### config.mk
export PLATFORM = sky130hd
export DESIGN_NAME = ffp_top
export DESIGN_NICKNAME = d
export VERILOG_FILES = /design/src/design/ffp_pkg.sv /design/src/design/ffp_top.sv /design/src/design/ffp_path.sv /design/src/design/ffp_sync.sv
export SDC_FILE = /design/constraint.sdc
export NUM_CORES = 1
export LEC_CHECK = 0
export ABC_CLOCK_PERIOD_IN_PS = 7600
export BUFFER_PORTS_ARGS = -buffer_cell sky130_fd_sc_hd__buf_2
export CORE_UTILIZATION = 56
export CTS_CLUSTER_SIZE = 24
export DETAILED_ROUTE_END_ITERATION = 16
export HOLD_SLACK_MARGIN = 0.1
export PLACE_DENSITY = 0.84
export SLEW_MARGIN = 20
export SYNTH_ARGS = -nofsm -noshare
export SYNTH_HDL_FRONTEND = slang
export SYNTH_SLANG_ARGS = --single-unit
### constraint.sdc
create_clock -name sys_clk_i -period 7.6 [get_ports sys_clk_i]
set_clock_uncertainty 0.15 [all_clocks]
set_input_delay 0.38 -clock sys_clk_i [delete_from_list [all_inputs] [get_ports sys_clk_i]]
set_output_delay 0.38 -clock sys_clk_i [all_outputs]
set_load 0.02 [all_outputs]
### src/design/ffp_pkg.sv
// package of shared constants and types for feedback word processing
// assumes a single core clock domain; no register bus, all controls are ports
package ffp_pkg;
  // ========================================
  // widths
  localparam int SYNC_W     = 16;
  localparam int READOUT_W  = 32;
  localparam int PAIRS      = 16;
  localparam int PAIRS_RED  = 8;
  localparam int SHIFT_W    = 5;
  localparam int LEN_W      = 5;
  localparam int OFS_W      = 12;
  localparam int RES_W      = 32;
  localparam int SEL_W      = 3;
  localparam int PATH_W     = 2;

  // ========================================
  // limits
  localparam logic [SHIFT_W-1:0] SYNC_SHIFT_MAX = 5'h0F;
  localparam logic [SHIFT_W-1:0] RO_SHIFT_MAX   = 5'h1F;
  localparam logic [LEN_W-1:0]   LEN_MIN        = 5'h01;
  localparam logic [LEN_W-1:0]   LEN_MAX        = 5'h10;
  localparam logic [OFS_W-1:0]   OFS_MAX        = 12'hFFF;

  // ========================================
  // timing: settings land after this many cycles; busy holds one cycle more, blocking the sequencer
  localparam int CFG_NS     = 40;
  localparam int CLK_NS     = 20;
  localparam int CFG_CYCLES = (CFG_NS + CLK_NS - 1) / CLK_NS;
  localparam logic [3:0] CFG_CNT = 4'(CFG_CYCLES);

  // ========================================
  // source codes
  typedef enum logic [SEL_W-1:0] {
    FFP_SYNC_RAW      = 3'h0,
    FFP_SYNC_PATH_A   = 3'h1,
    FFP_SYNC_PATH_B   = 3'h2,
    FFP_READOUT_RAW   = 3'h3,
    FFP_READOUT_PROC  = 3'h4,
    FFP_LEGACY_FWD    = 3'h5,
    FFP_LEGACY_DEC    = 3'h6
  } ffp_source_t;

  // path select operand codes
  localparam logic [PATH_W-1:0] PATH_SYNC_A  = 2'h0;
  localparam logic [PATH_W-1:0] PATH_SYNC_B  = 2'h1;
  localparam logic [PATH_W-1:0] PATH_READOUT = 2'h2;

  typedef struct packed {
    logic               configured;
    logic [SHIFT_W-1:0] shift;
    logic [LEN_W-1:0]   length;
    logic [OFS_W-1:0]   offset;
  } ffp_cfg_t;

  localparam ffp_cfg_t CFG_RESET = '{configured: 1'b0, shift: 5'h00, length: 5'h10, offset: 12'h000};

  typedef struct packed {
    logic [PATH_W-1:0]  path;
    logic [SHIFT_W-1:0] shift;
    logic [LEN_W-1:0]   length;
    logic [OFS_W-1:0]   offset;
  } ffp_cfg_cmd_t;

  typedef enum logic [1:0] {
    FFP_IDLE = 2'b01,
    FFP_BUSY = 2'b10
  } ffp_state_t;
endpackage

### src/design/ffp_top.sv
// feedback word processing: two sync-link paths and one readout path
// assumes sync word and its strobe arrive from a pin; readout word from same-clock logic
// How it works
// - sync-link feedback words are 16 bits, layout set by sender.
// - readout word is 32 bits: 16 two-bit pairs, one per integrator.
// - without extended channels only the lowest eight pairs are valid.
// - multistate uses both pair bits; otherwise only the low bit.
// - sync A, sync B and readout each have their own independent processing chain.
// - sync paths A and B share the word but keep own settings.
// - raw selections skip shift, mask and offset; raw readout still has invalid pairs and bits cleared.
// - processed path right-shifts; 0..15 sync, 0..31 readout.
// - then masks with length ones; length 1..16.
// - then adds offset 0..4095 giving the result.
// - config blocks the sequencer until done.
// - settings change at run time between feedback operations.
// - unconfigured processed path passes the word as raw.
// - legacy forwarder code maps to A, decoder code to B.
// - sync processing applies whatever remote unit sent the word.
`timescale 1ns/1ps
module ffp_top (
  input  wire logic                          sys_clk_i,
  input  wire logic                          reset_i,
  input  wire logic                          clk_en_i,
  // sync link (pins)
  input  wire logic [ffp_pkg::SYNC_W-1:0]    sync_word_i,
  input  wire logic                          sync_valid_i,
  // readout unit (same clock)
  input  wire logic [ffp_pkg::READOUT_W-1:0] readout_word_i,
  input  wire logic                          readout_valid_i,
  input  wire logic                          extended_channels_i,
  input  wire logic                          multistate_discrimination_i,
  // set_processing_instr
  input  wire logic                          cfg_req_i,
  input  wire ffp_pkg::ffp_cfg_cmd_t         cfg_cmd_i,
  output logic                               cfg_busy_o,
  output logic                               cfg_done_o,
  output logic                               cfg_error_o,
  // feedback_read_instr / conditional_table_play_instr
  input  wire logic                          fb_req_i,
  input  wire ffp_pkg::ffp_source_t          fb_source_i,
  output logic                               fb_valid_o,
  output logic [ffp_pkg::RES_W-1:0]          fb_result_o,
  output logic                               fb_error_o
);
  // ========================================
  // state
  typedef struct packed {
    ffp_pkg::ffp_state_t              fsm;
    logic [3:0]                       cnt;
    ffp_pkg::ffp_cfg_cmd_t            pend;
    ffp_pkg::ffp_cfg_t                cfg_a;
    ffp_pkg::ffp_cfg_t                cfg_b;
    ffp_pkg::ffp_cfg_t                cfg_r;
    logic [ffp_pkg::SYNC_W-1:0]       sync_word;
    logic [ffp_pkg::READOUT_W-1:0]    ro_word;
    logic                             cfg_busy;
    logic                             cfg_done;
    logic                             cfg_error;
    logic                             fb_valid;
    logic [ffp_pkg::RES_W-1:0]        fb_result;
    logic                             fb_error;
  } ffp_top_state_t;

  ffp_top_state_t state_reg;
  ffp_top_state_t state_next;

  logic [ffp_pkg::SYNC_W:0]      sync_in;
  logic [ffp_pkg::RES_W-1:0]     res_a;
  logic [ffp_pkg::RES_W-1:0]     res_b;
  logic [ffp_pkg::RES_W-1:0]     res_r;
  logic [ffp_pkg::READOUT_W-1:0] ro_clean;

  // ========================================
  // helpers
  function automatic logic cfg_legal(input ffp_pkg::ffp_cfg_cmd_t c);
    logic [ffp_pkg::SHIFT_W-1:0] smax;
    smax = (c.path == ffp_pkg::PATH_READOUT) ? ffp_pkg::RO_SHIFT_MAX : ffp_pkg::SYNC_SHIFT_MAX;
    cfg_legal = (c.path == ffp_pkg::PATH_SYNC_A || c.path == ffp_pkg::PATH_SYNC_B
                 || c.path == ffp_pkg::PATH_READOUT)
                && (c.shift <= smax)
                && (c.length >= ffp_pkg::LEN_MIN) && (c.length <= ffp_pkg::LEN_MAX);
  endfunction

  function automatic ffp_pkg::ffp_cfg_t to_cfg(input ffp_pkg::ffp_cfg_cmd_t c);
    to_cfg = '{configured: 1'b1, shift: c.shift, length: c.length, offset: c.offset};
  endfunction

  // ========================================
  // sync link capture
  ffp_sync #(.W(ffp_pkg::SYNC_W + 1)) u_sync (
    .sys_clk_i (sys_clk_i),
    .reset_i   (reset_i),
    .clk_en_i  (clk_en_i),
    .d_i       ({sync_valid_i, sync_word_i}),
    .q_o       (sync_in)
  );

  // ========================================
  // readout word cleanup: invalid pairs and unused high bits forced to zero
  always_comb begin
    ro_clean = '0;
    for (int p = 0; p < ffp_pkg::PAIRS; p++) begin
      if (extended_channels_i || p < ffp_pkg::PAIRS_RED) begin
        ro_clean[2*p]   = state_reg.ro_word[2*p];
        ro_clean[2*p+1] = multistate_discrimination_i & state_reg.ro_word[2*p+1];
      end
    end
  end

  // ========================================
  // independent processing chains
  ffp_path #(.WORD_W(ffp_pkg::SYNC_W)) u_path_a (
    .sys_clk_i (sys_clk_i),
    .reset_i   (reset_i),
    .clk_en_i  (clk_en_i),
    .word_i    (state_reg.sync_word),
    .cfg_i     (state_reg.cfg_a),
    .result_o  (res_a)
  );

  ffp_path #(.WORD_W(ffp_pkg::SYNC_W)) u_path_b (
    .sys_clk_i (sys_clk_i),
    .reset_i   (reset_i),
    .clk_en_i  (clk_en_i),
    .word_i    (state_reg.sync_word),
    .cfg_i     (state_reg.cfg_b),
    .result_o  (res_b)
  );

  ffp_path #(.WORD_W(ffp_pkg::READOUT_W)) u_path_r (
    .sys_clk_i (sys_clk_i),
    .reset_i   (reset_i),
    .clk_en_i  (clk_en_i),
    .word_i    (ro_clean),
    .cfg_i     (state_reg.cfg_r),
    .result_o  (res_r)
  );

  // ========================================
  // next state
  always_comb begin
    state_next          = state_reg;
    state_next.cfg_done = 1'b0;
    state_next.fb_valid = 1'b0;
    state_next.fb_error = 1'b0;

    // latest received words
    if (sync_in[ffp_pkg::SYNC_W]) begin
      state_next.sync_word = sync_in[ffp_pkg::SYNC_W-1:0];
    end
    if (readout_valid_i) begin
      state_next.ro_word = readout_word_i;
    end

    // configuration: blocking, settings land one cycle before done
    case (state_reg.fsm)
      ffp_pkg::FFP_IDLE: begin
        if (cfg_req_i) begin
          if (cfg_legal(cfg_cmd_i)) begin
            state_next.pend     = cfg_cmd_i;
            state_next.cnt      = ffp_pkg::CFG_CNT;
            state_next.cfg_busy = 1'b1;
            state_next.fsm      = ffp_pkg::FFP_BUSY;
          end else begin
            state_next.cfg_error = 1'b1;
            state_next.cfg_done  = 1'b1;
          end
        end
      end
      ffp_pkg::FFP_BUSY: begin
        if (state_reg.cnt == 4'h1) begin
          // path results re-register one cycle later, so busy covers that cycle too
          case (state_reg.pend.path)
            ffp_pkg::PATH_SYNC_A: state_next.cfg_a = to_cfg(state_reg.pend);
            ffp_pkg::PATH_SYNC_B: state_next.cfg_b = to_cfg(state_reg.pend);
            default:              state_next.cfg_r = to_cfg(state_reg.pend);
          endcase
          state_next.cnt = 4'h0;
        end else if (state_reg.cnt == 4'h0) begin
          state_next.cfg_busy  = 1'b0;
          state_next.cfg_done  = 1'b1;
          state_next.cfg_error = 1'b0;
          state_next.fsm       = ffp_pkg::FFP_IDLE;
        end else begin
          state_next.cnt = state_reg.cnt - 4'h1;
        end
      end
      default: begin
        state_next.fsm = ffp_pkg::FFP_IDLE;
      end
    endcase

    // feedback request: answered next cycle
    if (fb_req_i) begin
      state_next.fb_valid = 1'b1;
      case (fb_source_i)
        ffp_pkg::FFP_SYNC_RAW:     state_next.fb_result = ffp_pkg::RES_W'(state_reg.sync_word);
        ffp_pkg::FFP_READOUT_RAW:  state_next.fb_result = ro_clean;
        ffp_pkg::FFP_SYNC_PATH_A,
        ffp_pkg::FFP_LEGACY_FWD:   state_next.fb_result = res_a;
        ffp_pkg::FFP_SYNC_PATH_B,
        ffp_pkg::FFP_LEGACY_DEC:   state_next.fb_result = res_b;
        ffp_pkg::FFP_READOUT_PROC: state_next.fb_result = res_r;
        default: begin
          state_next.fb_result = '0;
          state_next.fb_error  = 1'b1;
        end
      endcase
    end
  end

  // ========================================
  // registers
  always_ff @(posedge sys_clk_i or posedge reset_i) begin
    if (reset_i) begin
      state_reg       <= '0;
      state_reg.fsm   <= ffp_pkg::FFP_IDLE;
      state_reg.cfg_a <= ffp_pkg::CFG_RESET;
      state_reg.cfg_b <= ffp_pkg::CFG_RESET;
      state_reg.cfg_r <= ffp_pkg::CFG_RESET;
    end else if (clk_en_i) begin
      state_reg <= state_next;
    end
  end

  assign cfg_busy_o  = state_reg.cfg_busy;
  assign cfg_done_o  = state_reg.cfg_done;
  assign cfg_error_o = state_reg.cfg_error;
  assign fb_valid_o  = state_reg.fb_valid;
  assign fb_result_o = state_reg.fb_result;
  assign fb_error_o  = state_reg.fb_error;
endmodule // ffp_top

### src/design/ffp_path.sv
// one processed feedback path: shift, length mask, offset
// assumes the word and settings are stable on the same clock; result registered
`timescale 1ns/1ps
module ffp_path #(
  parameter int WORD_W = 16
) (
  input  wire logic                       sys_clk_i,
  input  wire logic                       reset_i,
  input  wire logic                       clk_en_i,
  input  wire logic [WORD_W-1:0]          word_i,
  input  wire ffp_pkg::ffp_cfg_t          cfg_i,
  output logic [ffp_pkg::RES_W-1:0]       result_o
);
  typedef struct packed {
    logic [ffp_pkg::RES_W-1:0] result;
  } ffp_path_state_t;

  ffp_path_state_t state_reg;
  ffp_path_state_t state_next;

  // mask of length ones
  function automatic logic [ffp_pkg::RES_W-1:0] len_mask(input logic [ffp_pkg::LEN_W-1:0] len);
    len_mask = (32'h00000001 << len) - 32'h00000001;
  endfunction

  always_comb begin
    logic [ffp_pkg::RES_W-1:0] wide;
    wide       = ffp_pkg::RES_W'(word_i);
    state_next = state_reg;
    if (!cfg_i.configured) begin
      state_next.result = wide;
    end else begin
      state_next.result = ((wide >> cfg_i.shift) & len_mask(cfg_i.length))
                          + ffp_pkg::RES_W'(cfg_i.offset);
    end
  end

  always_ff @(posedge sys_clk_i or posedge reset_i) begin
    if (reset_i) begin
      state_reg <= '0;
    end else if (clk_en_i) begin
      state_reg <= state_next;
    end
  end

  assign result_o = state_reg.result;
endmodule // ffp_path

### src/design/ffp_sync.sv
// two-flop synchroniser for pin-side inputs, vector wide
// assumes a single destination clock; first stage is read only by the second
`timescale 1ns/1ps
module ffp_sync #(
  parameter int W = 1
) (
  input  wire logic         sys_clk_i,
  input  wire logic         reset_i,
  input  wire logic         clk_en_i,
  input  wire logic [W-1:0] d_i,
  output logic [W-1:0]      q_o
);
  typedef struct packed {
    logic [W-1:0] s1;
    logic [W-1:0] s2;
  } ffp_sync_state_t;

  ffp_sync_state_t state_reg;
  ffp_sync_state_t state_next;

  always_comb begin
    state_next    = state_reg;
    state_next.s1 = d_i;
    state_next.s2 = state_reg.s1;
  end

  always_ff @(posedge sys_clk_i or posedge reset_i) begin
    if (reset_i) begin
      state_reg <= '0;
    end else if (clk_en_i) begin
      state_reg <= state_next;
    end
  end

  assign q_o = state_reg.s2;
endmodule // ffp_sync

==> results by group <==
GRT
  – Vias in the first global route: 15808
  – Antenna violations before repair: 0
  – Largest net degree at the start of global routing: 187
  – Met1 Usage GRT: 0.502
  – Grt total ovfl: 0
  – M2 GR Usage: 0.527
  – M3 GR Usage: 0.0642
  – First-pass GRT wire length: 90.8 mm
  – Tot GR Track Use: 0.346
  – Gr busiest metal: met2

Final layout
  – Area Growth Syn to Fin: 11.7%
  – Filler Cell Count: 2536
  – Final net count: 2207
  – Antenna diodes: 0
  – Layout cell share with drive strength beyond 1: 0.202
  – Commonest non-fill, non-tap cell in the layout: dfrtp_1
  – Max reg flops: 139
  – Post-route insts no fill: 2541
  – FF+latch area: 7110 µm²
  – Area of the multi-input gates: 10500 µm²
  – Most frequent cells in the layout: 280 x dfrtp_1, 189 x mux2_2, 180 x nand2_1

STA
  – Hold Vio Cnt, Final: 0
  – Final worst-path cycle share: 0.816
  – Tmin final: 6.20 ns
  – Slew headroom: 0.263
  – Tightest Pin Transition: 1.10 ns
  – RSZ-0062 raised after global routing: false
  – Setup TNS: 0 ns
  – Fmax: 161 MHz
  – # setup viols final: 0
  – Hold Slack: 0.169 ns
  – Final Slew Violations: 0

Floorplanning
  – Die Wd: 185 µm
  – FP Rows: 66
  – DIE AREA: 34100 µm²
  – Die Span Y: 185 µm
  – Core region area: 32700 µm²
  – I/O Pins: 121
  – Initial Util: 0.572

Routing
  – # DRC: 0
  – Post-DRT Antenna Nets: 0
  – Initial detailed-routing violation count: 2317
  – DR WL/cell: 23.1 µm
  – Vias post-DR: 16676
  – Drt via density: 6.56
  – Drt first pass iters: 6
  – Overall routed net length: 58.8 mm

Placed design
  – PortBufs: 120
  – Detail Placement HPWL: 40.5 mm
  – Placed cells: 2411
  – GPL Wtd Cong: 0.951

Power
  – Clock share of power: 0.281
  – Leak pwr: 8.99 nW
  – Maximum vdd drop: 0.235 mV
  – Pwr Density: 248 nW/µm²
  – Cell Int Power: 3.24 mW
  – Net Switching: 1.93 mW
  – Combinational fraction of design power: 0.286
  – Sequential Power Share: 0.433
  – Sw Share: 0.373

Min path
  – Worst min path class: in -> reg
  – Hold Crit Start: fb_source_i[1]

Logic synthesis
  – Avg Cell Area, Syn: 9.26 µm²
  – Post-Syn Instances: 2019
  – Sequential-to-total area share from yosys stat: 0.381
  – Synth Warn #: 0
  – Yosys cell types: 79
  – Synthesis-stage register bit count: 284
  – Synth Net Count: 2150
  – Netlist Area Pre-Place: 18700 µm²
  – Asr flop ratio synth: 1.00
  – Top FF cell, synth: dfrtp_1
  – EDFF count, synth: 0

Worst setup path
  – Reg-to-reg setup timing slack: 1.40 ns
  – Crit start category: flop
  – Crit path DAT: 6.56 ns
  – Critical Setup Path Class: reg -> reg
  – Critical path fanouts, max: 46
  – Most frequent CP cell: o21ai_0
  – Largest stage delay, worst path: 0.81 ns
  – Worst path required time: 7.95 ns
  – Critical-path top delay cell: nor2b_1
  – Crit-path cells: buf_4 -> nor2b_1 -> a32oi_1 -> mux2_2 -> mux4_2 -> a211o_1 -> inv_1 -> ha_1 -> a21o_1 -> a21oi_1 -> o21ai_0 -> a221oi_1 -> o21ai_0 -> o21ai_0 -> or4_4 -> or4_1 -> nand3_1
  – FF-to-FF path depth: 17
  – RR Endpoint: u_path_r.result_o[25]
  – Critical Path Source: state_reg[102]
  – Worst Setup EP: u_path_r.result_o[25]
  – Worst Setup End Kind: flop
  – Reg-to-Reg Start: state_reg[102]

Clock tree
  – Clk root buf: clkbuf_16
  – Cts bufs inserted: 30
  – Setup Fix Bufs, Post-CTS: 0
  – CTS max path bufs: 3
  – Clock sinks: 284
  – Clk_lat worst skew: 0.60 ns
  – TritonCTS clock tree: done
  – # H-tree levels: 1
  – Clock slew at reported path FFs: 0.07 ns

Status
  – Status: completed

Flow run
  – Max-cap viol count: 0
## worst max-delay path: cells and delay by family (launching register included)
family / cells / cell delay, ns
adder cells (fa/ha/maj): 1 / 0.12
flip-flops: 1 / 0.36
AO/OA/AOI/OAI: 8 / 2.24
multiplexers: 2 / 0.87
buffers and inverters: 2 / 0.32
AND/OR/NAND/NOR: 4 / 2.06
## per-layer routing
| layer | wire length [µm] | vias to the layer above |
|---|---|---|
| met5 | 0 | - |
| met3 | 6730 | 136 |
| met1 | 24600 | 8079 |
| met2 | 25900 | 1056 |
| met4 | 1630 | 0 |
| li1 | - | 7405 |
## repair_timing
item                                   CTS  global route
endpoints found under the hold margin   90             0
hold buffers                            75             0
resized for setup                        0             0
## cells in the mapped netlist (all sizes together) (11+ instances only)
| master | n | area (µm²) |
|---|---|---|
| a211oi | 28 | 210 |
| a21oi | 153 | 766 |
| a22oi | 21 | 158 |
| a31oi | 16 | 100 |
| a32oi | 11 | 96.3 |
| and2 | 12 | 75.1 |
| and3 | 16 | 100 |
| buf | 73 | 430 |
| clkbuf | 114 | 429 |
| dfrtp | 280 | 7010 |
| ha | 44 | 551 |
| inv | 54 | 203 |
| mux2 | 189 | 2130 |
| mux2i | 82 | 821 |
| mux4 | 21 | 473 |
| nand2 | 180 | 676 |
| nand2b | 18 | 113 |
| nand3 | 54 | 270 |
| nor2 | 157 | 589 |
| nor2b | 38 | 238 |
| nor3 | 40 | 200 |
| nor4 | 15 | 93.8 |
| o21a | 14 | 105 |
| o21ai | 138 | 691 |
| o22ai | 13 | 81.3 |
| or2 | 12 | 75.1 |
| xnor2 | 32 | 280 |
| xor2 | 15 | 131 |
## metrics by stage
step,power (mW),setup slack (ns),utilization,cell area (µm²)
global placement,3.56,1.72,0.585,19100
detailed placement,3.62,1.50,0.585,19100
floorplan,3.11,2.47,-,18700
finish,5.17,1.40,0.638,20900
global route,5.38,1.16,0.638,20900
CTS,5.10,1.55,0.638,20900
## cells by family (layout without fill, tap and decap cells)
group	after synthesis	after routing	synth area share
buf+inv	243	323	0.0572
simple gates	596	596	0.152
fa+ha+maj	47	47	0.0327
flops	284	284	0.381
compound gates	510	510	0.172
xor+xnor	47	47	0.0220
mux	292	292	0.183
## power groups by stage
stage	sequential [mW]	clock, mW	combinational (mW)
6_report	2.24	1.45	1.48
3_5_place_dp	2.24	0	1.38
4_1_cts	2.21	1.45	1.43
3_3_place_gp	2.22	0	1.34
2_1_floorplan	1.97	0	1.15
5_1_grt	2.26	1.52	1.60
## final cells by class
class                      count  area share
clock buffer                  44      0.0423
clock inverter                11     0.00456
sequential                   284       0.341
timing repair buffer         212      0.0717
tap                          442      0.0265
multi-input combinational   1492       0.504
inverter                      56      0.0102
## worst min-delay path by stage
stage	endpoint	slack [ns]	cells after the start
after floorplan	fb_result_o[0]	0.30	2
after global placement	state_reg[179]	0.26	2
after detailed placement	state_reg[179]	0.27	2
after CTS	fb_error_o	0.13	3
after global routing	fb_error_o	0.17	3
final	fb_error_o	0.17	3
(Power assumes the default switching activity.)
